<file path="src/hdl/spread_pwm_pkg.sv">
package spread_pwm_pkg;
	localparam int NUM_CH = 10;
	localparam int ALT_CH = 8;
	localparam int CNT_W  = 16;
	// byte offsets of the three bus registers
	localparam logic [3:0] CTRL_OFS = 4'h0;
	localparam logic [3:0] DATA_OFS = 4'h4;
	localparam logic [3:0] SYNC_OFS = 4'h8;
	// control register fields
	localparam int REGSEL_LSB  = 0;
	localparam int CHSEL_LSB   = 4;
	localparam int UPDATE_BIT  = 8;
	localparam int MASTER_BIT  = 12;
	// local register select codes
	localparam logic [1:0] SEL_DUTY = 2'h0;
	localparam logic [1:0] SEL_CFG  = 2'h1;
	// channel config fields
	localparam int CFG_EN_BIT  = 0;
	localparam int CFG_INV_BIT = 1;
	localparam int CFG_ALT_BIT = 2;
	localparam int CFG_SRC_LSB = 3;
	localparam int CFG_PS_LSB  = 6;
	localparam int CFG_RES_LSB = 8;
	// clock source codes, 2 and 3 both external
	localparam logic [1:0] SRC_CORE   = 2'h0;
	localparam logic [1:0] SRC_PERIPH = 2'h1;
	// resolution mapping
	localparam logic [4:0] RES_MIN      = 5'h07;
	localparam logic [3:0] RES_CODE_MAX = 4'h9;
	localparam logic [4:0] SPREAD_BIAS  = 5'h03;
	localparam logic [15:0] LOCAL_RST = 16'h0000;
	localparam logic [1:0] RESP_OKAY   = 2'h0;
	localparam logic [1:0] RESP_SLVERR = 2'h2;
	localparam int CORE_DIV_DEF   = 2;
	localparam int PERIPH_DIV_DEF = 1;
endpackage : spread_pwm_pkg

</file>
<file path="src/hdl/multi_channel_spread_pwm.sv">
// Design decisions made here: the register offsets and the AXI4-Lite register port.
`timescale 1ns/1ps
module multi_channel_spread_pwm #(
	parameter int CORE_DIV   = spread_pwm_pkg::CORE_DIV_DEF,
	parameter int PERIPH_DIV = spread_pwm_pkg::PERIPH_DIV_DEF
) (
	input  wire logic        clk_sys,
	input  wire logic        reset_n,
	input  wire logic [3:0]  s_axi_awaddr,
	input  wire logic        s_axi_awvalid,
	output logic             s_axi_awready,
	input  wire logic [31:0] s_axi_wdata,
	input  wire logic [3:0]  s_axi_wstrb,
	input  wire logic        s_axi_wvalid,
	output logic             s_axi_wready,
	output logic [1:0]       s_axi_bresp,
	output logic             s_axi_bvalid,
	input  wire logic        s_axi_bready,
	input  wire logic [3:0]  s_axi_araddr,
	input  wire logic        s_axi_arvalid,
	output logic             s_axi_arready,
	output logic [31:0]      s_axi_rdata,
	output logic [1:0]       s_axi_rresp,
	output logic             s_axi_rvalid,
	input  wire logic        s_axi_rready,
	input  wire logic        extClkPin,
	output logic [9:0]       pwmPin,
	output logic [7:0]       pwmAltPin
);
	localparam int N = spread_pwm_pkg::NUM_CH;

	function automatic logic [15:0] mergeBytes(input logic [15:0] old,
		input logic [15:0] nw, input logic [1:0] strb);
		mergeBytes = {strb[1] ? nw[15:8] : old[15:8], strb[0] ? nw[7:0] : old[7:0]};
	endfunction : mergeBytes

	function automatic logic [3:0] resCode(input logic [15:0] cfg);
		logic [3:0] c;
		c = cfg[spread_pwm_pkg::CFG_RES_LSB +: 4];
		resCode = (c > spread_pwm_pkg::RES_CODE_MAX) ? spread_pwm_pkg::RES_CODE_MAX : c;
	endfunction : resCode

	function automatic logic [15:0] resMask(input logic [15:0] cfg);
		logic [4:0] nb;
		nb = spread_pwm_pkg::RES_MIN + {1'b0, resCode(cfg)};
		resMask = 16'(17'((17'h1 << nb) - 17'h1));
	endfunction : resMask

	function automatic logic [3:0] spreadShift(input logic [15:0] cfg);
		logic [4:0] t;
		t = {1'b0, resCode(cfg)} + {3'b0, cfg[spread_pwm_pkg::CFG_PS_LSB +: 2]};
		spreadShift = (t > spread_pwm_pkg::SPREAD_BIAS) ?
			4'(t - spread_pwm_pkg::SPREAD_BIAS) : 4'h0;
	endfunction : spreadShift

	// bus registers
	logic        awHave, wHave, bvalidReg, rvalidReg;
	logic [3:0]  awAddr;
	logic [15:0] wData;
	logic [1:0]  wStrb, bresp, rresp;
	logic [31:0] rdataReg;
	logic [1:0]  regSel;
	logic [3:0]  chanSel;
	logic        updateReg, masterEn;
	logic [9:0]  syncReg;
	logic [15:0] dutyLocal [N];
	logic [15:0] cfgLocal  [N];
	logic [15:0] delayLocal[N];

	logic doWrite, doRead, wrCtrl, wrData, wrSync, rdData, chanValid;
	assign s_axi_awready = !awHave;
	assign s_axi_wready  = !wHave;
	assign doWrite       = awHave && wHave && !bvalidReg;
	assign s_axi_arready = !rvalidReg && !doWrite;
	assign doRead        = s_axi_arvalid && s_axi_arready;
	assign wrCtrl        = doWrite && awAddr == spread_pwm_pkg::CTRL_OFS;
	assign wrData        = doWrite && awAddr == spread_pwm_pkg::DATA_OFS;
	assign wrSync        = doWrite && awAddr == spread_pwm_pkg::SYNC_OFS;
	assign rdData        = doRead && s_axi_araddr == spread_pwm_pkg::DATA_OFS;
	assign chanValid     = 32'(chanSel) < N;
	assign s_axi_bvalid  = bvalidReg;
	assign s_axi_bresp   = bresp;
	assign s_axi_rvalid  = rvalidReg;
	assign s_axi_rresp   = rresp;
	assign s_axi_rdata   = rdataReg;

	function automatic logic isMapped(input logic [3:0] a);
		isMapped = a == spread_pwm_pkg::CTRL_OFS || a == spread_pwm_pkg::DATA_OFS ||
			a == spread_pwm_pkg::SYNC_OFS;
	endfunction : isMapped

	always_ff @(posedge clk_sys or negedge reset_n) begin
		if (!reset_n) begin
			awHave    <= 1'b0;
			wHave     <= 1'b0;
			awAddr    <= 4'h0;
			wData     <= 16'h0000;
			wStrb     <= 2'h0;
			bvalidReg <= 1'b0;
			bresp     <= spread_pwm_pkg::RESP_OKAY;
		end else begin
			if (s_axi_awvalid && !awHave) begin
				awHave <= 1'b1;
				awAddr <= {s_axi_awaddr[3:2], 2'h0};
			end
			if (s_axi_wvalid && !wHave) begin
				wHave <= 1'b1;
				wData <= s_axi_wdata[15:0];
				wStrb <= s_axi_wstrb[1:0];
			end
			if (doWrite) begin
				awHave    <= 1'b0;
				wHave     <= 1'b0;
				bvalidReg <= 1'b1;
				bresp     <= isMapped(awAddr) ? spread_pwm_pkg::RESP_OKAY :
					spread_pwm_pkg::RESP_SLVERR;
			end else if (bvalidReg && s_axi_bready) begin
				bvalidReg <= 1'b0;
			end
		end
	end

	logic [15:0] localRead;
	always_comb begin
		localRead = 16'h0000;
		if (chanValid) begin
			unique case (regSel)
				spread_pwm_pkg::SEL_DUTY: localRead = dutyLocal[chanSel];
				spread_pwm_pkg::SEL_CFG:  localRead = cfgLocal[chanSel];
				default:                  localRead = delayLocal[chanSel];
			endcase
		end
	end

	always_ff @(posedge clk_sys or negedge reset_n) begin
		if (!reset_n) begin
			rvalidReg <= 1'b0;
			rdataReg  <= 32'h00000000;
			rresp     <= spread_pwm_pkg::RESP_OKAY;
		end else if (doRead) begin
			rvalidReg <= 1'b1;
			rresp     <= isMapped({s_axi_araddr[3:2], 2'h0}) ? spread_pwm_pkg::RESP_OKAY :
				spread_pwm_pkg::RESP_SLVERR;
			unique case ({s_axi_araddr[3:2], 2'h0})
				spread_pwm_pkg::CTRL_OFS: rdataReg <= {19'h0, masterEn, 3'h0, updateReg,
					chanSel, 2'h0, regSel};
				spread_pwm_pkg::DATA_OFS: rdataReg <= {16'h0000, localRead};
				spread_pwm_pkg::SYNC_OFS: rdataReg <= {22'h0, syncReg};
				default:                  rdataReg <= 32'h00000000;
			endcase
		end else if (rvalidReg && s_axi_rready) begin
			rvalidReg <= 1'b0;
		end
	end

	// control register with pointer advance
	always_ff @(posedge clk_sys or negedge reset_n) begin
		if (!reset_n) begin
			regSel    <= 2'h0;
			chanSel   <= 4'h0;
			updateReg <= 1'b0;
			masterEn  <= 1'b0;
		end else begin
			updateReg <= 1'b0;
			if (wrCtrl && wStrb[0]) begin
				regSel  <= wData[spread_pwm_pkg::REGSEL_LSB +: 2];
				chanSel <= wData[spread_pwm_pkg::CHSEL_LSB +: 4];
			end else if (wrData || rdData) begin
				chanSel <= chanSel + 4'h1;
			end
			if (wrCtrl && wStrb[1]) begin
				updateReg <= wData[spread_pwm_pkg::UPDATE_BIT];
				masterEn  <= wData[spread_pwm_pkg::MASTER_BIT];
			end
		end
	end

	always_ff @(posedge clk_sys or negedge reset_n) begin
		if (!reset_n) begin
			syncReg <= 10'h000;
		end else begin
			syncReg <= wrSync ? 10'(mergeBytes(16'h0000, wData, wStrb)) : 10'h000;
		end
	end

	always_ff @(posedge clk_sys or negedge reset_n) begin
		if (!reset_n) begin
			for (int i = 0; i < N; i++) begin
				dutyLocal[i]  <= spread_pwm_pkg::LOCAL_RST;
				cfgLocal[i]   <= spread_pwm_pkg::LOCAL_RST;
				delayLocal[i] <= spread_pwm_pkg::LOCAL_RST;
			end
		end else if (wrData && chanValid) begin
			unique case (regSel)
				spread_pwm_pkg::SEL_DUTY:
					dutyLocal[chanSel] <= mergeBytes(dutyLocal[chanSel], wData, wStrb);
				spread_pwm_pkg::SEL_CFG:
					cfgLocal[chanSel] <= mergeBytes(cfgLocal[chanSel], wData, wStrb);
				default:
					delayLocal[chanSel] <= mergeBytes(delayLocal[chanSel], wData, wStrb);
			endcase
		end
	end

	// count enables: core and peripheral dividers, external pin edge
	logic [7:0] coreCnt, periCnt;
	logic       extMeta, extSync, extLast, tickCore, tickPeri, tickExt;
	assign tickCore = coreCnt == 8'h00;
	assign tickPeri = periCnt == 8'h00;
	assign tickExt  = extSync && !extLast;
	always_ff @(posedge clk_sys or negedge reset_n) begin
		if (!reset_n) begin
			coreCnt <= 8'h00;
			periCnt <= 8'h00;
		end else begin
			coreCnt <= (32'(coreCnt) >= CORE_DIV - 1) ? 8'h00 : coreCnt + 8'h01;
			periCnt <= (32'(periCnt) >= PERIPH_DIV - 1) ? 8'h00 : periCnt + 8'h01;
		end
	end
	always_ff @(posedge clk_sys or negedge reset_n) begin
		if (!reset_n) begin
			extMeta <= 1'b0;
			extSync <= 1'b0;
			extLast <= 1'b0;
		end else begin
			extMeta <= extClkPin;
			extSync <= extMeta;
			extLast <= extSync;
		end
	end

	// channel engines
	logic [15:0] cnt       [N];
	logic [15:0] delayCnt  [N];
	logic [15:0] dutyActive[N];
	logic [9:0]  acc       [N];
	logic [N-1:0] running, extra, pending, chTick, chOn, outReg;

	always_comb begin
		for (int i = 0; i < N; i++) begin
			unique case (cfgLocal[i][spread_pwm_pkg::CFG_SRC_LSB +: 2])
				spread_pwm_pkg::SRC_CORE:   chTick[i] = tickCore;
				spread_pwm_pkg::SRC_PERIPH: chTick[i] = tickPeri;
				default:                    chTick[i] = tickExt;
			endcase
			chOn[i] = masterEn && cfgLocal[i][spread_pwm_pkg::CFG_EN_BIT];
		end
	end

	always_ff @(posedge clk_sys or negedge reset_n) begin
		if (!reset_n) begin
			for (int i = 0; i < N; i++) begin
				cnt[i]        <= 16'h0000;
				delayCnt[i]   <= 16'h0000;
				dutyActive[i] <= 16'h0000;
				acc[i]        <= 10'h000;
			end
			running <= '0;
			extra   <= '0;
			pending <= '0;
		end else begin
			for (int i = 0; i < N; i++) begin
				logic [15:0] m, d, nxt;
				logic [3:0]  k;
				logic [9:0]  rem, slots, sum;
				logic        start;
				m     = resMask(cfgLocal[i]);
				k     = spreadShift(cfgLocal[i]);
				slots = 10'(11'h1 << k);
				start = 1'b0;
				nxt   = 16'h0000;
				if (updateReg) pending[i] <= 1'b1;
				if (!chOn[i] || syncReg[i]) begin
					running[i]  <= 1'b0;
					cnt[i]      <= 16'h0000;
					delayCnt[i] <= delayLocal[i] & (m >> k);
					acc[i]      <= 10'h000;
					extra[i]    <= 1'b0;
					if (!chOn[i] && (pending[i] || updateReg)) begin
						dutyActive[i] <= dutyLocal[i];
						pending[i]    <= 1'b0;
					end
				end else if (chTick[i]) begin
					if (!running[i]) begin
						if (delayCnt[i] == 16'h0000) begin
							running[i] <= 1'b1;
							start      = 1'b1;
						end else begin
							delayCnt[i] <= delayCnt[i] - 16'h0001;
						end
					end else begin
						nxt    = (cnt[i] == m) ? 16'h0000 : cnt[i] + 16'h0001;
						start  = nxt == 16'h0000;
						cnt[i] <= nxt;
					end
					d = dutyActive[i];
					if (start && pending[i]) begin
						d             = dutyLocal[i];
						dutyActive[i] <= dutyLocal[i];
						pending[i]    <= 1'b0;
					end
					d   = d & m;
					rem = 10'(d & 16'(17'((17'h1 << k) - 17'h1)));
					sum = (start ? 10'h000 : acc[i]) + rem;
					if ((nxt & (m >> k)) == 16'h0000) begin
						extra[i] <= sum >= slots;
						acc[i]   <= (sum >= slots) ? sum - slots : sum;
					end
				end
			end
		end
	end

	// registered pin drive
	always_ff @(posedge clk_sys or negedge reset_n) begin
		if (!reset_n) begin
			outReg <= '0;
		end else begin
			for (int i = 0; i < N; i++) begin
				logic [15:0] m, inSlot;
				logic [16:0] q;
				logic [3:0]  k;
				m      = resMask(cfgLocal[i]);
				k      = spreadShift(cfgLocal[i]);
				inSlot = cnt[i] & (m >> k);
				q      = {1'b0, (dutyActive[i] & m) >> k} + {16'h0000, extra[i]};
				if (!chOn[i] || !running[i]) begin
					outReg[i] <= 1'b0;
				end else begin
					outReg[i] <= ({1'b0, inSlot} < q) ^
						cfgLocal[i][spread_pwm_pkg::CFG_INV_BIT];
				end
			end
		end
	end

	always_comb begin
		for (int i = 0; i < N; i++) begin
			if (i < spread_pwm_pkg::ALT_CH) begin
				pwmAltPin[i] = outReg[i] && cfgLocal[i][spread_pwm_pkg::CFG_ALT_BIT];
				pwmPin[i]    = outReg[i] && !cfgLocal[i][spread_pwm_pkg::CFG_ALT_BIT];
			end else begin
				pwmPin[i] = outReg[i];
			end
		end
	end
endmodule : multi_channel_spread_pwm

</file>
<file path="config.mk">
export PLATFORM = sky130hd
export DESIGN_NAME = multi_channel_spread_pwm
export DESIGN_NICKNAME = d
export VERILOG_FILES = /design/src/hdl/spread_pwm_pkg.sv /design/src/hdl/multi_channel_spread_pwm.sv
export SDC_FILE = /design/constraint.sdc
export NUM_CORES = 2
export LEC_CHECK = 0
export BUFFER_PORTS_ARGS = -buffer_cell sky130_fd_sc_hd__buf_2
export CELL_PAD_IN_SITES_DETAIL_PLACEMENT = 1
export CELL_PAD_IN_SITES_GLOBAL_PLACEMENT = 2
export CORE_UTILIZATION = 41
export DETAILED_ROUTE_END_ITERATION = 7
export HOLD_SLACK_MARGIN = 0.12
export MAX_ROUTING_LAYER = met4
export PLACE_DENSITY_LB_ADDON = 0.1
export SLEW_MARGIN = 5
export SYNTH_ARGS = -nofsm -noshare
export SYNTH_HDL_FRONTEND = slang
export SYNTH_SLANG_ARGS = --single-unit
export TNS_END_PERCENT = 50
</file>
<file path="constraint.sdc">
create_clock -name clk_sys -period 9.2 [get_ports clk_sys]
set_clock_uncertainty 0.1 [all_clocks]
set_input_delay 1.84 -clock clk_sys [delete_from_list [all_inputs] [get_ports clk_sys]]
set_output_delay 1.84 -clock clk_sys [all_outputs]
set_load 0.02 [all_outputs]
</file>
==> impl_metrics.py <==
metrics = {
    "status": {
        "status": "complete, no violations",
    },
    "timing": {
        "hold_violations": 0,
        "fin_crit_sh_pct": 89.16,
        "post-route-min-period_ns": 8.202,
        "max_clock_freq_mhz": 121.9,
        "timing.setup.tns_ns": 0,
        "tightest_pin_transition_ns": 1.363,
        "relative_slew_margins_pct": 9.155,
        "report.final.slew_viol_count": 0,
        "report.final.setup_viol": 0,
        "rsz_0062_raised_after_global_routing": "false",
    },
    "detailed_routing": {
        "first_iter_violations": 9474,
        "via_count": 95596,
        "drt-wirelength-per-cell_um": 29.27,
        "final_ant_viol_nets": 0,
        "firstDrtPassIters": 6,
        "route.detailed.drc": 0,
        "routed_wl_um": 430200,
        "drt-vias-per-instance": 6.504,
    },
    "synth": {
        "synth_seq_cells": 1171,
        "share_of_synthesized_flip_flops_with_an_asynchronous_set_or_reset_pct": 100.0,
        "synth_edf_count": 0,
        "synth_cell_types": 128,
        "yosysWarnings": 0,
        "post_synthesis_cell_count": 11685,
        "post_synth_instance_area_um2": 98910,
        "synth_sequential_area_ratio_pct": 29.62,
        "yosys_most_used_dff": "dfrtp_1",
        "avgSynthCellArea_um2": 8.465,
    },
    "die": {
        "floorplan.rows": 179,
        "io_pins": 111,
        "start_util_pct": 41.43,
        "chipHeight_um": 493.2,
        "full_die_area_um2": 243200,
        "core_area_um2": 238700,
        "floorplan.die.width_um": 493.2,
    },
    "finish": {
        "multi_input_area_um2": 65270,
        "num-fill-cells": 28056,
        "num-nets-final": 11895,
        "share_of_post_route_cells_with_drive_strength_above_1_pct": 13.15,
        "area_growth_syn_to_layout_pct": 8.441,
        "ff_latch_area_um2": 29310,
    },
    "place": {
        "place_hpwl_um": 325500,
        "port_buffers": 72,
        "gp_routability_congestion": 0.9666,
    },
    "cts": {
        "postCtsResizedCells": 0,
        "root_buffer": "clkbuf_16",
        "hold_fix_buffer_count_after_cts": 0,
        "tritoncts": "yes",
        "cts.reportedPaths.clkPinSlew_ns": 0.06,
        "htreeDepth": 4,
        "clock_latency_ns": 0.84,
        "cts_made_buffers": 148,
        "cts_max_path_buffers": 3,
        "cts.repair_timing.setup_buffer_count": 0,
        "clock_sinks": 1171,
    },
    "setup_path": {
        "crit_type": "reg -> reg",
        "crit_path_start_kind": "register",
        "cpMostUsedCell": "a21oi_1",
        "critical_path_required_ns": 9.81,
        "crit_path_end_kind": "register",
        "rrSetupSlack_ns": 1.0,
        "slowest_stage_cell_cp": "dfrtp_1",
        "timing.critical_path.slowest_cell_delay_ns": 0.76,
        "cp.arrival_ns": 8.81,
        "crit_fanout": 17,
    },
    "power_and_ir_drop": {
        "leakagePower_nw": 45.20,
        "report.power.total_mw": 22.19,
        "p_per_area_nw_per_um2": 206.8,
        "peak_supply_drop_uv": 184.3,
    },
    "flow_run": {
        "cap_violations": 0,
    },
    "grt": {
        "first_global_vias": 95162,
        "grt_antenna_before_repair": 43,
        "grt-ovfl-total": 0,
        "pin_count_of_the_biggest_net_entering_global_routing": 177,
        "first_pass_grt_wire_length_um": 641200,
        "grt_util_all_layers_pct": 35.62,
    },
    "hold_path": {
        "hp-class": "reg -> reg",
    },
}
==> layer usage <==
layer	wire (µm)	track usage, %	vias to the layer above
met2	186900	51.94	3488
li1	-	-	42374
met4	15280	11.85	0
met3	31220	5.057	660
met5	0	-	-
met1	196800	50.34	49074
==> through the flow <==
stage | worst slack [ns] | instance area, µm² | util, % | instances | hold WS, ns
global placement | 1.170 | 102000 | 42.74 | 14393 | 0.2412
floorplan | 1.492 | 99070 | - | 11726 | 0.2312
detailed placement | 1.105 | 102000 | 42.74 | 14393 | 0.2503
finish | 0.9977 | 107300 | 44.93 | 14697 | 0.2533
CTS | 1.058 | 107200 | 44.89 | 14665 | 0.2585
global route | 0.3821 | 107200 | 44.91 | 14678 | 0.2665
==> kinds of logic after synthesis <==
group,count (synthesis),synth area share (%)
AO/OA/AOI/OAI,3121,20.61
buffers and inverters,1124,4.688
adder cells (fa/ha/maj),472,6.187
XOR/XNOR,676,6.041
multiplexers,1018,12.40
AND/OR/NAND/NOR,4101,20.44
flip-flops,1171,29.62
other,2,0.007592
==> registers in the layout, indices dropped and copies added (netlist names), 16 cells and up <==
register,flops
dutyActive,160
acc,100
delayCnt,160
cfgLocal,160
cnt,160
wData,16
s_axi_rdata,16
delayLocal,160
dutyLocal,160
==> cells in the mapped netlist (all sizes together), types with 33 or more instances <==
cell type	n	share of area, %
a21o	126	0.96
a31oi	116	0.76
nand3	457	2.3
a221oi	49	0.47
o211ai	139	1.1
nor4	119	0.78
xor2	221	2.0
mux2i	300	3.0
and3	145	0.92
or3	98	0.62
and2	174	1.1
nand2b	121	0.77
a211oi	134	1.0
nor2b	193	1.2
o31ai	98	0.79
inv	284	1.1
o41ai	36	0.33
nor3	299	1.5
nor2	832	3.2
nand3b	42	0.32
nand2	1192	4.5
o2111ai	34	0.30
o21bai	46	0.35
a22oi	84	0.64
o221ai	33	0.30
a22o	41	0.36
dfrtp	1171	30
mux2	615	7.0
o22ai	129	0.82
a21boi	42	0.32
ha	437	5.5
a21oi	550	2.8
a211o	39	0.35
or2	62	0.39
mux4	103	2.3
clkbuf	557	2.1
buf	277	1.5
xnor2	451	4.0
o21ai	1007	5.1
o21a	87	0.66
nand4	191	1.2
or4	46	0.35
==> critical path: cells and delay by family, from the launching register on <==
family,cells,cell delay (ns)
AND/OR/NAND/NOR,11,3.17
AO/OA/AOI/OAI,8,2.19
flip-flops,1,0.76
multiplexers,3,0.70
adder cells (fa/ha/maj),2,0.68
buffers and inverters,1,0.28
XOR/XNOR,1,0.17
==> final cells by class <==
cell class | count | share of cell area [%]
tap | 3167 | 3.694
inverter | 290 | 1.015
clock inverter | 67 | 0.7699
multi-input combinational | 9431 | 60.85
antenna | 32 | 0.07465
clock buffer | 205 | 4.029
sequential | 1171 | 27.33
timing repair buffer | 334 | 2.242
==> report_power, final <==
group          internal (mW)  total [mW]  switching (mW)
registers               5.74        6.98            1.24
logic                   2.86        8.97            6.11
clock network           3.60        6.24            2.63
total                   12.2        22.2            9.98
==> path summary, 6_finish.rpt <==
path,cells past startpoint,to,from
hold / removal,0,extSync,extMeta
min in group asynchronous,1,acc[99],reset_n
hold reg to reg,0,extSync,extMeta
max in group asynchronous,3,cfgLocal[138],reset_n
setup / recovery,26,acc[35],cnt[57]
setup reg to reg,26,acc[35],cnt[57]
==> placed cells by master, fill, tap and decap left out, types with 43 or more instances in the layout <==
| cell | instances |
|---|---|
| conb_1 | 43 |
| o22ai_1 | 129 |
| xnor2_1 | 451 |
| or3_1 | 98 |
| nor4_1 | 113 |
| mux2i_1 | 299 |
| nand2_1 | 1189 |
| mux2_2 | 612 |
| mux4_2 | 103 |
| buf_4 | 257 |
| nand3_1 | 457 |
| nand4_1 | 191 |
| o31ai_1 | 93 |
| and2_1 | 170 |
| o21ai_0 | 960 |
| o21a_1 | 87 |
| nand2b_1 | 121 |
| a21o_1 | 126 |
| a31oi_1 | 111 |
| o21bai_1 | 46 |
| dfrtp_1 | 1166 |
| nor2_1 | 826 |
| nor2b_1 | 189 |
| buf_2 | 71 |
| inv_1 | 284 |
| nor3_1 | 294 |
| and3_1 | 145 |
| clkbuf_16 | 151 |
| a22oi_1 | 84 |
| xor2_1 | 221 |
| or2_2 | 60 |
| a21oi_1 | 542 |
| o211ai_1 | 139 |
| or4_1 | 46 |
| ha_1 | 437 |
| a221oi_1 | 43 |
| a211oi_1 | 129 |
No activity file was read; power rests on OpenSTA's default activity.
